## config.mk

```make
export PLATFORM = sky130hd
export DESIGN_NAME = udw_host
export DESIGN_NICKNAME = d
export VERILOG_FILES = /design/src/design/udw_pkg.sv /design/src/design/udw_timer.sv /design/src/design/udw_host.sv
export VERILOG_INCLUDE_DIRS = /design/src /design/src/design
export SDC_FILE = /design/constraint.sdc
export NUM_CORES = 1
export LEC_CHECK = 0
export ABC_AREA = 1
export BUFFER_PORTS_ARGS = -buffer_cell sky130_fd_sc_hd__buf_4
export CORE_MARGIN = 4
export CORE_UTILIZATION = 58
export DETAILED_ROUTE_END_ITERATION = 8
export GPL_TIMING_DRIVEN = 0
export PLACE_DENSITY = 0.82
export SKIP_LAST_GASP = 1
export SYNTH_ARGS = -nofsm -noshare
export SYNTH_HDL_FRONTEND = slang
export SYNTH_SLANG_ARGS = --single-unit
```

## constraint.sdc

```tcl
create_clock -name clock -period 6.94 [get_ports clock]
set_input_delay 1.388 -clock clock [delete_from_list [all_inputs] [get_ports clock]]
set_output_delay 1.388 -clock clock [all_outputs]
set_load 0.03 [all_outputs]
```

## src/design/udw_defs.svh

```systemverilog
// Purpose: constants for the up/down wiper host controller
// Assumes: 100 MHz clock
// Notes:   timing figures are plain defaults, not device limits
`ifndef UDW_DEFS_SVH
`define UDW_DEFS_SVH
`define UDW_POS_W        6
`define UDW_POS_MIN      6'h00
`define UDW_POS_MAX      6'h3F
`define UDW_POS_DEFAULT  6'h1F
`define UDW_CLK_NS       10
`define UDW_SETUP_NS     100
`define UDW_HALF_NS      100
`define UDW_CYC(ns)      (((ns) + `UDW_CLK_NS - 1) / `UDW_CLK_NS)
`endif

```

## src/design/udw_pkg.sv

```systemverilog
// Purpose: types for the up/down wiper host controller
// Assumes: nothing
// Notes:   command variants as the controller issues them
package udw_pkg;
    typedef enum logic [2:0] {
        UDW_CMD_INC      = 3'h0,
        UDW_CMD_INC_COMP = 3'h1,
        UDW_CMD_DEC      = 3'h2,
        UDW_CMD_DEC_COMP = 3'h3,
        UDW_CMD_HV_INC1  = 3'h4,
        UDW_CMD_HV_INC2  = 3'h5,
        UDW_CMD_HV_DEC1  = 3'h6,
        UDW_CMD_HV_DEC2  = 3'h7
    } udw_cmd_t;

    typedef struct packed {
        udw_cmd_t   cmd;
        logic [5:0] steps;
    } udw_req_t;

    typedef struct packed {
        logic cs_n;
        logic cs_overdrive_level;
        logic up_dn;
    } udw_pins_t;
endpackage

```

## src/design/udw_timer.sv

```systemverilog
// Purpose: phase timer, pulses done when a loaded count expires
// Assumes: load and count are synchronous
// Notes:   count of zero expires after one cycle
`timescale 1ns/1ps
`default_nettype none
module udw_timer #(
    parameter int W = 8
) (
    input  wire logic         clock,
    input  wire logic         rst_n,
    input  wire logic         load,
    input  wire logic [W-1:0] count,
    output var  logic         done
);
    logic [W-1:0] cnt_r;
    logic         run_r;

    always_ff @(posedge clock or negedge rst_n) begin
        if (!rst_n) begin
            cnt_r <= '0;
            run_r <= 1'b0;
        end else if (load) begin
            cnt_r <= count;
            run_r <= 1'b1;
        end else if (run_r) begin
            if (cnt_r == '0) begin
                run_r <= 1'b0;
            end
            cnt_r <= cnt_r - 1'b1;
        end
    end

    // done must not look at load: the caller builds load from done
    assign done = run_r && (cnt_r == '0);
endmodule
`default_nettype wire

```

## src/design/udw_host.sv

```systemverilog
// Purpose: host that drives the two-wire up/down wiper interface
// Assumes: req is taken while ready is high; pins go to the device
// Notes:   wiper is write-only, so a shadow count is kept here
//
// Behaviour
// - every command starts from select high
// - low selects standard, overdrive selects high-voltage
// - up/down high before select gives increment
// - up/down low before select gives decrement
// - return select high after the park phase that follows the last step
// - compat increment ends with up/down low
// - standard decrement ends with up/down low
// - compat decrement ends with up/down high, or low when it has no steps
// - overdrive commands use same direction rule
`include "udw_defs.svh"
`timescale 1ns/1ps
`default_nettype none
module udw_host #(
    parameter int SETUP_CYC = `UDW_CYC(`UDW_SETUP_NS),
    parameter int HALF_CYC  = `UDW_CYC(`UDW_HALF_NS)
) (
    input  wire logic              clock,
    input  wire logic              rst_n,
    input  wire logic              dev_por,
    input  wire logic              req_valid,
    input  wire udw_pkg::udw_req_t req,
    output var  logic              req_ready,
    output var  logic              busy,
    output var  udw_pkg::udw_pins_t pins,
    output var  logic [5:0]        wiper_pos
);
    // ----------------------------------------
    // state
    // ----------------------------------------
    typedef enum logic [5:0] {
        UDW_S_IDLE  = 6'b000001,
        UDW_S_DIR   = 6'b000010,
        UDW_S_SEL   = 6'b000100,
        UDW_S_LOW   = 6'b001000,
        UDW_S_HIGH  = 6'b010000,
        UDW_S_PARK  = 6'b100000
    } udw_state_t;

    udw_state_t         st_r, st_nxt;
    udw_pkg::udw_req_t  req_r;
    logic [5:0]         left_r;
    logic [5:0]         pos_r, pos_nxt;
    logic               cs_n_r, ovd_r, ud_r;
    logic               ud_nxt, tload;
    logic               tdone;

    // ----------------------------------------
    // decode
    // ----------------------------------------
    wire cmd_inc   = !req_r.cmd[1];
    wire cmd_hv    = req_r.cmd[2];
    // end level of up/down: high only for compat decrement / hv 1-inc / hv dec2
    wire end_high  = (req_r.cmd == udw_pkg::UDW_CMD_DEC_COMP) ||
                     (req_r.cmd == udw_pkg::UDW_CMD_HV_INC1)  ||
                     (req_r.cmd == udw_pkg::UDW_CMD_HV_DEC2);
    // a stepless decrement parks low: a rise there would be a stray step
    wire park_high = end_high && !(!cmd_inc && req_r.steps == 6'h00);
    wire take      = (st_r == UDW_S_IDLE) && req_valid && req_ready;
    wire step_edge = (st_r == UDW_S_LOW) && tdone;
    wire at_max    = (pos_r == `UDW_POS_MAX);
    wire at_min    = (pos_r == `UDW_POS_MIN);

    udw_timer #(.W(8)) u_timer (
        .clock (clock),
        .rst_n (rst_n),
        .load  (tload),
        .count (8'(HALF_CYC > SETUP_CYC ? HALF_CYC - 1 : SETUP_CYC - 1)),
        .done  (tdone)
    );

    // ----------------------------------------
    // sequencer
    // ----------------------------------------
    always_comb begin
        st_nxt = st_r;
        ud_nxt = ud_r;
        tload  = 1'b0;
        case (st_r)
            UDW_S_IDLE: begin
                if (take) begin
                    st_nxt = UDW_S_DIR;
                    ud_nxt = !req.cmd[1];
                    tload  = 1'b1;
                end
            end
            UDW_S_DIR: begin
                if (tdone) begin
                    st_nxt = UDW_S_SEL;
                    tload  = 1'b1;
                end
            end
            UDW_S_SEL: begin
                if (tdone) begin
                    tload = 1'b1;
                    if (left_r == 6'h00) begin
                        st_nxt = UDW_S_PARK;
                        ud_nxt = park_high;
                    end else begin
                        st_nxt = UDW_S_LOW;
                        ud_nxt = 1'b0;
                    end
                end
            end
            UDW_S_LOW: begin
                if (tdone) begin
                    st_nxt = UDW_S_HIGH;
                    ud_nxt = 1'b1;
                    tload  = 1'b1;
                end
            end
            UDW_S_HIGH: begin
                if (tdone) begin
                    st_nxt = UDW_S_SEL;
                    tload  = 1'b1;
                end
            end
            UDW_S_PARK: begin
                if (tdone) begin
                    st_nxt = UDW_S_IDLE;
                end
            end
            default: begin
                st_nxt = UDW_S_IDLE;
            end
        endcase
    end

    // shadow tracks the device: saturate, never wrap
    always_comb begin
        pos_nxt = pos_r;
        if (dev_por) begin
            pos_nxt = `UDW_POS_DEFAULT;
        end else if (step_edge && cmd_inc && !at_max) begin
            pos_nxt = pos_r + 6'h01;
        end else if (step_edge && !cmd_inc && !at_min) begin
            pos_nxt = pos_r - 6'h01;
        end
    end

    // ----------------------------------------
    // registers
    // ----------------------------------------
    always_ff @(posedge clock or negedge rst_n) begin
        if (!rst_n) begin
            st_r   <= UDW_S_IDLE;
            req_r  <= '0;
            left_r <= 6'h00;
            pos_r  <= `UDW_POS_DEFAULT;
            ud_r   <= 1'b0;
        end else begin
            st_r  <= st_nxt;
            ud_r  <= ud_nxt;
            pos_r <= pos_nxt;
            if (take) begin
                req_r  <= req;
                left_r <= req.steps;
            end else if (step_edge) begin
                left_r <= left_r - 6'h01;
            end
        end
    end

    // select pins are registered from the next state
    always_ff @(posedge clock or negedge rst_n) begin
        if (!rst_n) begin
            cs_n_r <= 1'b1;
            ovd_r  <= 1'b0;
        end else begin
            cs_n_r <= (st_nxt == UDW_S_IDLE) || (st_nxt == UDW_S_DIR) ||
                      (st_r == UDW_S_PARK && tdone);
            ovd_r  <= cmd_hv && (st_nxt != UDW_S_IDLE) &&
                      (st_nxt != UDW_S_DIR);
        end
    end

    always_ff @(posedge clock or negedge rst_n) begin
        if (!rst_n) begin
            req_ready <= 1'b0;
            busy      <= 1'b0;
        end else begin
            req_ready <= (st_nxt == UDW_S_IDLE);
            busy      <= (st_nxt != UDW_S_IDLE);
        end
    end

    // cs_n stays low during overdrive; ovd qualifies it as overdrive level
    assign pins.cs_n               = cs_n_r;
    assign pins.cs_overdrive_level = ovd_r;
    assign pins.up_dn              = ud_r;
    assign wiper_pos               = pos_r;

    // ----------------------------------------
    // checks
    // ----------------------------------------
    chk_idle_select: assert property (@(posedge clock) disable iff (!rst_n)
        (st_r == UDW_S_IDLE) |-> cs_n_r && !ovd_r)
        else $error("select active while idle");
    chk_pos_max: assert property (@(posedge clock) disable iff (!rst_n)
        at_max && !dev_por && cmd_inc |=> at_max)
        else $error("shadow passed maximum");
    chk_pos_min: assert property (@(posedge clock) disable iff (!rst_n)
        at_min && !dev_por && !cmd_inc |=> at_min)
        else $error("shadow passed minimum");
    chk_por_load: assert property (@(posedge clock) disable iff (!rst_n)
        dev_por |=> pos_r == `UDW_POS_DEFAULT)
        else $error("default not reloaded");
    chk_dir_setup: assert property (@(posedge clock) disable iff (!rst_n)
        take |=> ud_r == !req_r.cmd[1])
        else $error("direction level wrong");
    chk_park_end: assert property (@(posedge clock) disable iff (!rst_n)
        (st_r == UDW_S_PARK) |-> ud_r == park_high)
        else $error("end level wrong");
    chk_step_count: assert property (@(posedge clock) disable iff (!rst_n)
        step_edge |=> left_r == $past(left_r) - 6'h01)
        else $error("step count wrong");
    chk_hv_level: assert property (@(posedge clock) disable iff (!rst_n)
        ovd_r |-> cmd_hv)
        else $error("overdrive on standard command");
    cov_inc: cover property (@(posedge clock) step_edge && cmd_inc);
    cov_dec: cover property (@(posedge clock) step_edge && !cmd_inc);
    cov_hv: cover property (@(posedge clock) ovd_r);
    cov_sat: cover property (@(posedge clock) step_edge && at_max);
endmodule
`default_nettype wire

```

* Word level (Yosys, flattened, before mapping) *
Index checks and enable logic that the tools add are counted.

storage, ports and cells
  register bits after elaboration = 41
  input port bits = 13
  output and inout bits = 11
  word-level logic and storage cells = 91

cells by class
  add/sub/neg operators = 4
  eq/ne operators = 17
  multiplexer cells = 25
  reductions and logical operators = 33

operators with widths
  operator                                                                  count
  6-bit 2-to-1 mux                                                          11
  6-bit case mux with 5 select lines                                        1
  6-bit zero test                                                           3
  8-bit 2-to-1 mux                                                          2
  1-bit logical AND                                                         13
  6-bit by 1-bit == test with 1-bit output (second input constant)          2
  6-bit by 2-bit == test with 1-bit output (second input constant)          2
  6-bit == test (second input constant)                                     2
  6-bit by 1-bit subtractor with 6-bit output (second input constant)       2
  1-bit 2-to-1 mux                                                          9
  8-bit zero test                                                           1
  8-bit by 1-bit subtractor with 8-bit output (second input constant)       1
  6-bit by 1-bit adder with 6-bit output (second input constant)            1
  3-bit == test (second input constant)                                     2
  6-bit by 3-bit == test with 1-bit output (second input constant)          1
  6-bit by 4-bit == test with 1-bit output (second input constant)          1
  6-bit by 5-bit == test with 1-bit output (second input constant)          1
  2-bit inequality test (second input constant)                             3
  6-bit by 1-bit inequality test with 1-bit output (second input constant)  1
  6-bit by 2-bit inequality test with 1-bit output (second input constant)  1
  3-bit nonzero test                                                        2
  1-bit zero test                                                           5
  1-bit logical OR                                                          4
  4-bit AND reduction                                                       1
  other kinds (6)                                                           7

* Logic depth before layout (Yosys ltp) *
Gate-level depths: netlist of the first run.

  depth after elaboration = 8
  depth in mapped cells = 16
  depth with buffers taken out = 16

* Cells and area by module *
Synthesis of the first run repeated with hierarchy kept, for this count alone.

unflattened totals
  cell total of the unflattened synthesis = 316
  area total of the unflattened synthesis = 2456.1 µm²

by module, submodules not included
  module     times used  cells an instance  area an instance (µm²)  seq. area each (µm²)
  udw_host   1           241                1871.8                  809.5
  udw_timer  1           75                 584.3                   225.2

* Worst setup path before layout of the first run *
No wires, ideal clock.

  path kind = flip-flop to flip-flop
  start = register u_timer.cnt_r[0]
  end = register pos_r[5] (netlist: wiper_pos[5])
  setup time = 117 ps
  arrival time = 2105 ps
  required time = 6823 ps
  path slack = 4718 ps
  stages on the path, launching flop included = 17
  path buffers = 0
  clock period less this slack = 2222 ps
  cells stage by stage = dfrtp_1 inv_1 ha_1 nand2_1 nor3_4 nand3_4 ha_1 a21oi_1 nand2_1 nand2_1 nand2_1 nand2_1 nand2_1 inv_1 nand2_1 nand3_1 nand2_1

between the ends
  word-level cells in the longest chain between the ends = 7
  elaborated cells on any way between the ends = 10
  those cells by class = mux: 2; reduce/logical: 8

RTL lines
  what                             RTL line         source
  from (decl)                      udw_timer.sv:15  logic [W-1:0] cnt_r;
  from (signal assigned)           udw_timer.sv:23  cnt_r <= count;
  from (signal assigned)           udw_timer.sv:29  cnt_r <= cnt_r - 1'b1;
  8-bit zero test (*)              udw_timer.sv:34  assign done = run_r && (cnt_r == '0);
  1-bit logical AND (*)            udw_timer.sv:34
  1-bit logical AND (*)            udw_host.sv:64   wire step_edge = (st_r == UDW_S_LOW) && tdone;
  1-bit logical AND (2 in series)  udw_host.sv:138  end else if (step_edge && cmd_inc && !at_max) begin
  6-bit 2-to-1 mux                 udw_host.sv:138
  6-bit 2-to-1 mux                 udw_host.sv:136  if (dev_por) begin
  to (signal assigned)             udw_host.sv:153  pos_r <= `UDW_POS_DEFAULT;
  to (signal assigned)             udw_host.sv:158  pos_r <= pos_nxt;
  to (decl)                        udw_host.sv:47   logic [5:0] pos_r, pos_nxt;

Every way passes the cells marked *; elsewhere a longest branch is shown, timed or not.
A chain may end at the register's enable or synchronous reset.

* Worst setup path in the final report of the first run *
Ends and elaborated chain as after synthesis.

==> results of run 1 <==
[routing by layer]
metal / wire, µm / GRT usage (%) / vias to the layer above
li1: - / - / 974
met1: 2101 / 26.15 / 888
met2: 2113 / 30.92 / 40
met3: 157 / 3.267 / 12
met4: 119 / 9.812 / 0
met5: 0 / 0 / -
[final cells by class]
type                    count  area share (%)
well taps                  48           2.256
inverters                  38           5.357
flip-flops and latches     41           38.86
clock buffers               5           2.585
repair buffers             23           6.485
plain buffers               6           1.504
multi-input cells         207           41.21
clock inverters             3           1.739
[worst max-delay path by stage]
stage | from | end | slack, ps | cells after the start
after CTS | u_timer.cnt_r[0]$_DFFE_PN0P_ | wiper_pos[5]$_DFFE_PN0P_ | 4440 | 16
after detailed placement | u_timer.cnt_r[0]$_DFFE_PN0P_ | wiper_pos[5]$_DFFE_PN0P_ | 4460 | 16
final | u_timer.cnt_r[0]$_DFFE_PN0P_ | wiper_pos[5]$_DFFE_PN0P_ | 4450 | 16
after global routing | u_timer.cnt_r[0]$_DFFE_PN0P_ | wiper_pos[5]$_DFFE_PN0P_ | 4120 | 16
after global placement | u_timer.cnt_r[0]$_DFFE_PN0P_ | wiper_pos[5]$_DFFE_PN0P_ | 4490 | 16
after floorplan | u_timer.cnt_r[0]$_DFFE_PN0P_ | wiper_pos[5]$_DFFE_PN0P_ | 4720 | 16
[per-stage QoR]
step / instance area (µm²) / hold slack (ps) / power [µW]
after CTS: 2663 / 479.5 / 980.1
after detailed placement: 2547 / 460.4 / 784.3
after floorplan: 2315 / 442.6 / 680.4
after global placement: 2547 / 455.5 / 764.0
after global routing: 2663 / 525.3 / 1054
final: 2663 / 483.6 / 972.4
[worst reg2reg max path: stages, from the launching register on]
cell     delay, ps
dfrtp_1        390
inv_1          100
ha_1           170
nand2_1        110
nor3_4         340
nand3_4        200
ha_1           380
a21oi_1        160
nand2_1        100
nand2_1         70
nand2_1         50
nand2_1         50
nand2_1         70
inv_1           50
nand2_1         40
nand3_1         60
nand2_1         50
[power breakdown]
group | switching, µW | internal, µW | leakage (µW)
Combinational | 245 | 150 | 0.000802
Clock | 87.6 | 108 | 0.0000543
Sequential | 56.8 | 325 | 0.000498
Total | 390 | 583 | 0.00135
[Yosys cell counts]
library cell / count / area, µm²
a21oi_1: 9 / 45.04
nor3_1: 4 / 20.02
o21bai_1: 1 / 7.510
nand4_1: 4 / 25.02
buf_4: 4 / 30.03
nand3_1: 12 / 60.06
nand3_2: 3 / 30.03
xnor2_1: 3 / 26.28
a211oi_1: 1 / 7.510
nor2_1: 40 / 150.1
and2_1: 1 / 6.260
or2_2: 2 / 12.51
nor2_8: 1 / 20.02
buf_2: 2 / 10.01
inv_1: 35 / 131.4
nand2_2: 4 / 25.02
inv_2: 3 / 11.26
nand2_1: 73 / 274.0
fa_1: 1 / 20.02
nor3_4: 1 / 16.27
a21oi_4: 1 / 16.27
a31oi_1: 3 / 18.77
dfstp_2: 7 / 183.9
a21oi_2: 1 / 8.760
xor2_1: 7 / 61.31
nand3_4: 1 / 17.52
dfrtp_1: 34 / 850.8
o21ai_0: 22 / 110.1
ha_1: 7 / 87.58
nor2_2: 5 / 31.28
[flip-flops by register name (all words and copies together) (netlist names)]
name           count
ovd_r              1
left_r             6
cmd_hv             1
u_timer.run_r      1
req_ready          1
busy               1
req_r              8
st_r               6
ud_r               1
cs_n_r             1
u_timer.cnt_r      8
wiper_pos          6
[logic make-up after synthesis]
group                    Yosys count
flip-flops                        41
AND/OR/NAND/NOR                  151
XOR/XNOR                          10
AO/OA/AOI/OAI                     38
buffers and inverters             44
adder cells (fa/ha/maj)            8
==> run summary, run 1 <==
Status = finished clean
PortBufs = 23
Syn avg cell area = 7.927 µm²
R2R Setup Slk = 4450 ps
Hold Vio Cnt, Final = 0
FF-to-FF path depth = 16
Core ar. = 3771 µm²
Fin Setup TNS = 0 ps
Place WS = 4457 ps
Placer congestion estimate = 0.8111
Most frequent cells in the layout = nand2_1, nor2_1, inv_1
Main combinational cell family by area after synthesis = simple AND/OR/NAND/NOR gates
PwrDens = 365.2 nW/µm²
Min-Delay Endpoint = req_r[2]$_DFFE_PN0P_
Critical path's largest stage delay = 390 ps
Maxcap violations = 0
CTS tree = built
VDD IR max = 192.2 µV
Cell mode on critical path = nand2_1
CP max-delay cell = dfrtp_1
Clock Sinks = 41
CP endpoint kind = flop
First-pass iteration count of the detailed router = 4
Routed vias = 1914
Crit path buf inv count = 2
First-pass GRT wire length = 7.962 mm
RSZ-0062 raised after global routing = false
XOR/XNOR Fraction of Synth Area = 3.784%
Min-delay src = req_r[2]$_DFFE_PN0P_
Ports = 24
CP Max Fanout = 7
Netlist cell types = 30
CTS hold repair buffers = 0
Nets = 343
Max clock buf depth = 2
Synth warn = 0
Final Util = 70.60%
GRT overflow = 0
Mux contribution to synthesized area = 0%
Die width = 71.18 µm
Final WS setup = 4452 ps
Root buffer cell = clkbuf_8
Setup Buffers After CTS = 0
Achievable clock frequency = 0.4019 GHz
Synth Area in Adders = 4.649%
Resized Gates After CTS = 0
Post-synthesis sequential area ratio = 44.70%
Die area = 5066 µm²
Period Utilization, post-route = 35.85%
Setup crit start kind = flop
Slew Limit Headroom = 66.74%
Worst path required time = 7130 ps
GRT Util Overall = 19.66%
ANT nets after route = 0
WP data arrival = 2680 ps
Non-Filler Instances = 371
Reg-to-reg critical path endpoint = wiper_pos[5]$_DFFE_PN0P_
Total CTS buffers = 5
Synth Cell Area = 2315 µm²
Via density = 5.159
# DRC = 0
Inst Count DP = 363
Starting Density = 61.38%
Hold Path Stages = 2
CTS clock-pin slew for the worst setup and hold paths = 80 ps
DR WL/cell = 12.11 µm
Worst hold path type = reg -> reg
Post-synthesis compound-gate area fraction = 9.243%
Site Rows = 22
Clk_lat worst skew = 300 ps
Commonest non-fill, non-tap cell in the layout = nand2_1
Simple-gate area share of the yosys netlist = 29.73%
Crit-path leading delay family = simple AND/OR/NAND/NOR gates
CP Class = reg -> reg
Setup Skew = 5.976 ps
Syn Nets = 313
Worst r2r src = u_timer.cnt_r[0]$_DFFE_PN0P_
FF/Latch Area = 1035 µm²
Layout area overhead = 15.03%
Total wire length = 4.492 mm
Fillers = 303
Syn Inst Count = 292
Largest net degree at the start of global routing = 42
Number of global-route vias before repair = 1856
Die H = 71.18 µm
Diodes inserted = 0
Final slew viol count = 0
Worst-path cell chain = inv_1 > ha_1 > nand2_1 > nor3_4 > nand3_4 > ha_1 > a21oi_1 > nand2_1 > nand2_1 > nand2_1 > nand2_1 > nand2_1 > inv_1 > nand2_1 > nand3_1 > nand2_1
Share of cells above drive strength 1 = 20.43%
1st-iter DRT viols = 109
Multi-input logic area = 1097 µm²
Final setup fails = 0
Static Leak = 0.001354 µW
Slew @ Worst Pin = 499.0 ps
H-tree lvl count = 2
Final HPWL DP = 3.446 mm
Flops & latches, synth = 41
Initial antenna violation count = 0
Period minus WS final = 2488 ps
No activity file was read; power rests on OpenSTA's default activity.
==> run 2, diff against run 1 <==
clock period = 2.4 ns   (was 6.94 ns; I/O delays follow)
==> run 2 against run 1 <==
Effect of this change: core utilization increased by 1.8 points; register-to-register slack worse by 4300 ps; power grew to 2.9 times the previous value; count of clock-buffer cells in the layout unchanged; maximum frequency increased by 9.7%; design area is 2.5% higher; global-route usage grew 0.089 points; via count grew 1.7%; critical path type unchanged; critical endpoint unchanged; highest routed layer unchanged.
==> run summary, run 2 (synthesized netlist as in run 1, its figures left out) <==
Status = finished clean
FF-to-FF path depth = 15
Via density = 5.176
PortBufs = 23
Slew @ Worst Pin = 497.8 ps
VDD IR max = 558.3 µV
NetSw = 1150 µW
H-tree lvl count = 2
Maxcap violations = 0
Routed vias = 1946
Final slew viol count = 0
Largest net degree at the start of global routing = 42
Achievable clock frequency = 0.4410 GHz
Starting Density = 61.38%
CTS hold repair buffers = 0
Largest regs = req_r (8), u_timer.cnt_r (8)
First-pass iteration count of the detailed router = 4
Combinational share of power = 41.7%
CTS tree = built
Final setup fails = 0
CP max-delay cell = dfstp_2
Clock power share = 19.6%
Root buffer cell = clkbuf_8
Cell mode on critical path = nand2_1
Worst-path cell chain = nand2_1 > nor2_1 > a21oi_1 > nand3_4 > ha_4 > a21oi_1 > nand2_1 > nand2_1 > nand2_1 > nand2_1 > nand2_1 > inv_1 > nand2_1 > nand3_1 > nand2_1
DR WL/cell = 12.68 µm
Worst path required time = 2590 ps
Crit-path leading delay family = simple AND/OR/NAND/NOR gates
PwrDens = 1049 nW/µm²
Die area = 5066 µm²
Crit path buf inv count = 1
Flop pwr share = 38.7%
CP Class = reg -> reg
Setup Skew = 3.635 ps
Layout area overhead = 17.95%
Worst r2r src = wiper_pos[0]$_DFFE_PN1P_
Placer congestion estimate = 0.8111
Share of cells above drive strength 1 = 23.48%
Die width = 71.18 µm
Site Rows = 22
CTS clock-pin slew for the worst setup and hold paths = 80 ps
GRT overflow = 0
Max clock buf depth = 2
Number of global-route vias before repair = 1859
Final HPWL DP = 3.446 mm
ANT nets after route = 0
Non-Filler Instances = 376
1st-iter DRT viols = 120
WP data arrival = 2460 ps
Critical path's largest stage delay = 620 ps
GRT Util Overall = 19.75%
Final Util = 72.40%
R2R Setup Slk = 130 ps
CP Max Fanout = 7
Sw Ratio = 40.16%
Inst Count DP = 363
CP endpoint kind = flop
Reg-to-reg critical path endpoint = wiper_pos[5]$_DFFE_PN0P_
First-pass GRT wire length = 7.997 mm
Period minus WS final = 2268 ps
DP Area = 2547 µm²
Total wire length = 4.769 mm
Most frequent cells in the layout = nand2_1, nor2_1, dfrtp_1
Internal power = 1714 µW
Diodes inserted = 0
Fin Setup TNS = 0 ps
Period Utilization, post-route = 94.48%
Core ar. = 3771 µm²
Post-route cell area = 2730 µm²
Hold Vio Cnt, Final = 0
Die H = 71.18 µm
Ports = 24
Setup crit start kind = flop
Initial antenna violation count = 0
Static Leak = 0.001379 µW
Clk_lat worst skew = 290 ps
Clock Sinks = 41
Commonest non-fill, non-tap cell in the layout = nand2_1
Hold Slack = 148.9 ps
Worst hold path type = in -> async
Nets = 348
# DRC = 0
Slew Limit Headroom = 66.81%
Total CTS buffers = 5
## run 2: changes by cell type in the layout (fill, tap and decap cells not counted), sizes merged
cell,before,now
buf,29,34
## run 2: through the flow
stage / worst slack (ps) / power (µW)
after global routing: -51.63 / 3104
after global placement: -48.25 / 2209
after CTS: 39.29 / 2838
after detailed placement: -82.72 / 2268
final: 132.5 / 2864
after floorplan: 177.6 / 1967
## run 2: worst reg2reg max path, cell delays in order, from the launching register on
cell and delay, ps:
dfstp_2 620, nand2_1 80, nor2_1 170, a21oi_1 150, nand3_4 160, ha_4 230
a21oi_1 190, nand2_1 120, nand2_1 70, nand2_1 50, nand2_1 50, nand2_1 70
inv_1 50, nand2_1 50, nand3_1 60, nand2_1 50
## run 2: final cells by class
class,instances,area (µm²)
Buffer,6,40.04
Tap cell,48,60.06
Sequential cell,41,1035
Timing Repair Buffer,28,210.2
Inverter,38,142.6
Fill cell,303,1041
Clock buffer,5,68.82
Clock inverter,3,46.29
Multi-Input combinational cell,207,1127
## run 2: timing repair
item,4_1_cts,5_1_grt
gates resized for setup,0,7
buffers inserted,1,4
pin swaps,1,5
setup endpoints to repair,1,2
## run 2: power by group through the flow
stage | clock, µW | combinational, µW | sequential, µW
finish | 561 | 1190 | 1110
global route | 603 | 1360 | 1140
CTS | 572 | 1160 | 1100
detailed placement | 0 | 1150 | 1120
global placement | 0 | 1110 | 1100
floorplan | 0 | 853 | 1110
## run 2: how the worst max path moves through the flow
stage	startpoint	endpoint	slack, ps	cells past startpoint
global placement	u_timer.cnt_r[0]$_DFFE_PN0P_	wiper_pos[5]$_DFFE_PN0P_	-50	16
finish	wiper_pos[0]$_DFFE_PN1P_	wiper_pos[5]$_DFFE_PN0P_	130	15
CTS	u_timer.cnt_r[0]$_DFFE_PN0P_	wiper_pos[5]$_DFFE_PN0P_	40	16
detailed placement	u_timer.cnt_r[0]$_DFFE_PN0P_	wiper_pos[5]$_DFFE_PN0P_	-80	16
floorplan	u_timer.cnt_r[0]$_DFFE_PN0P_	wiper_pos[5]$_DFFE_PN0P_	180	16
global route	u_timer.cnt_r[3]$_DFFE_PN0P_	wiper_pos[5]$_DFFE_PN0P_	-50	15
## run 2: layer usage
layer / GRT usage [%] / share of wire, %
met1: 26.33 / 45
met2: 31.02 / 48
met3: 3.267 / 3.6
met4: 9.812 / 2.6
met5: 0 / 0
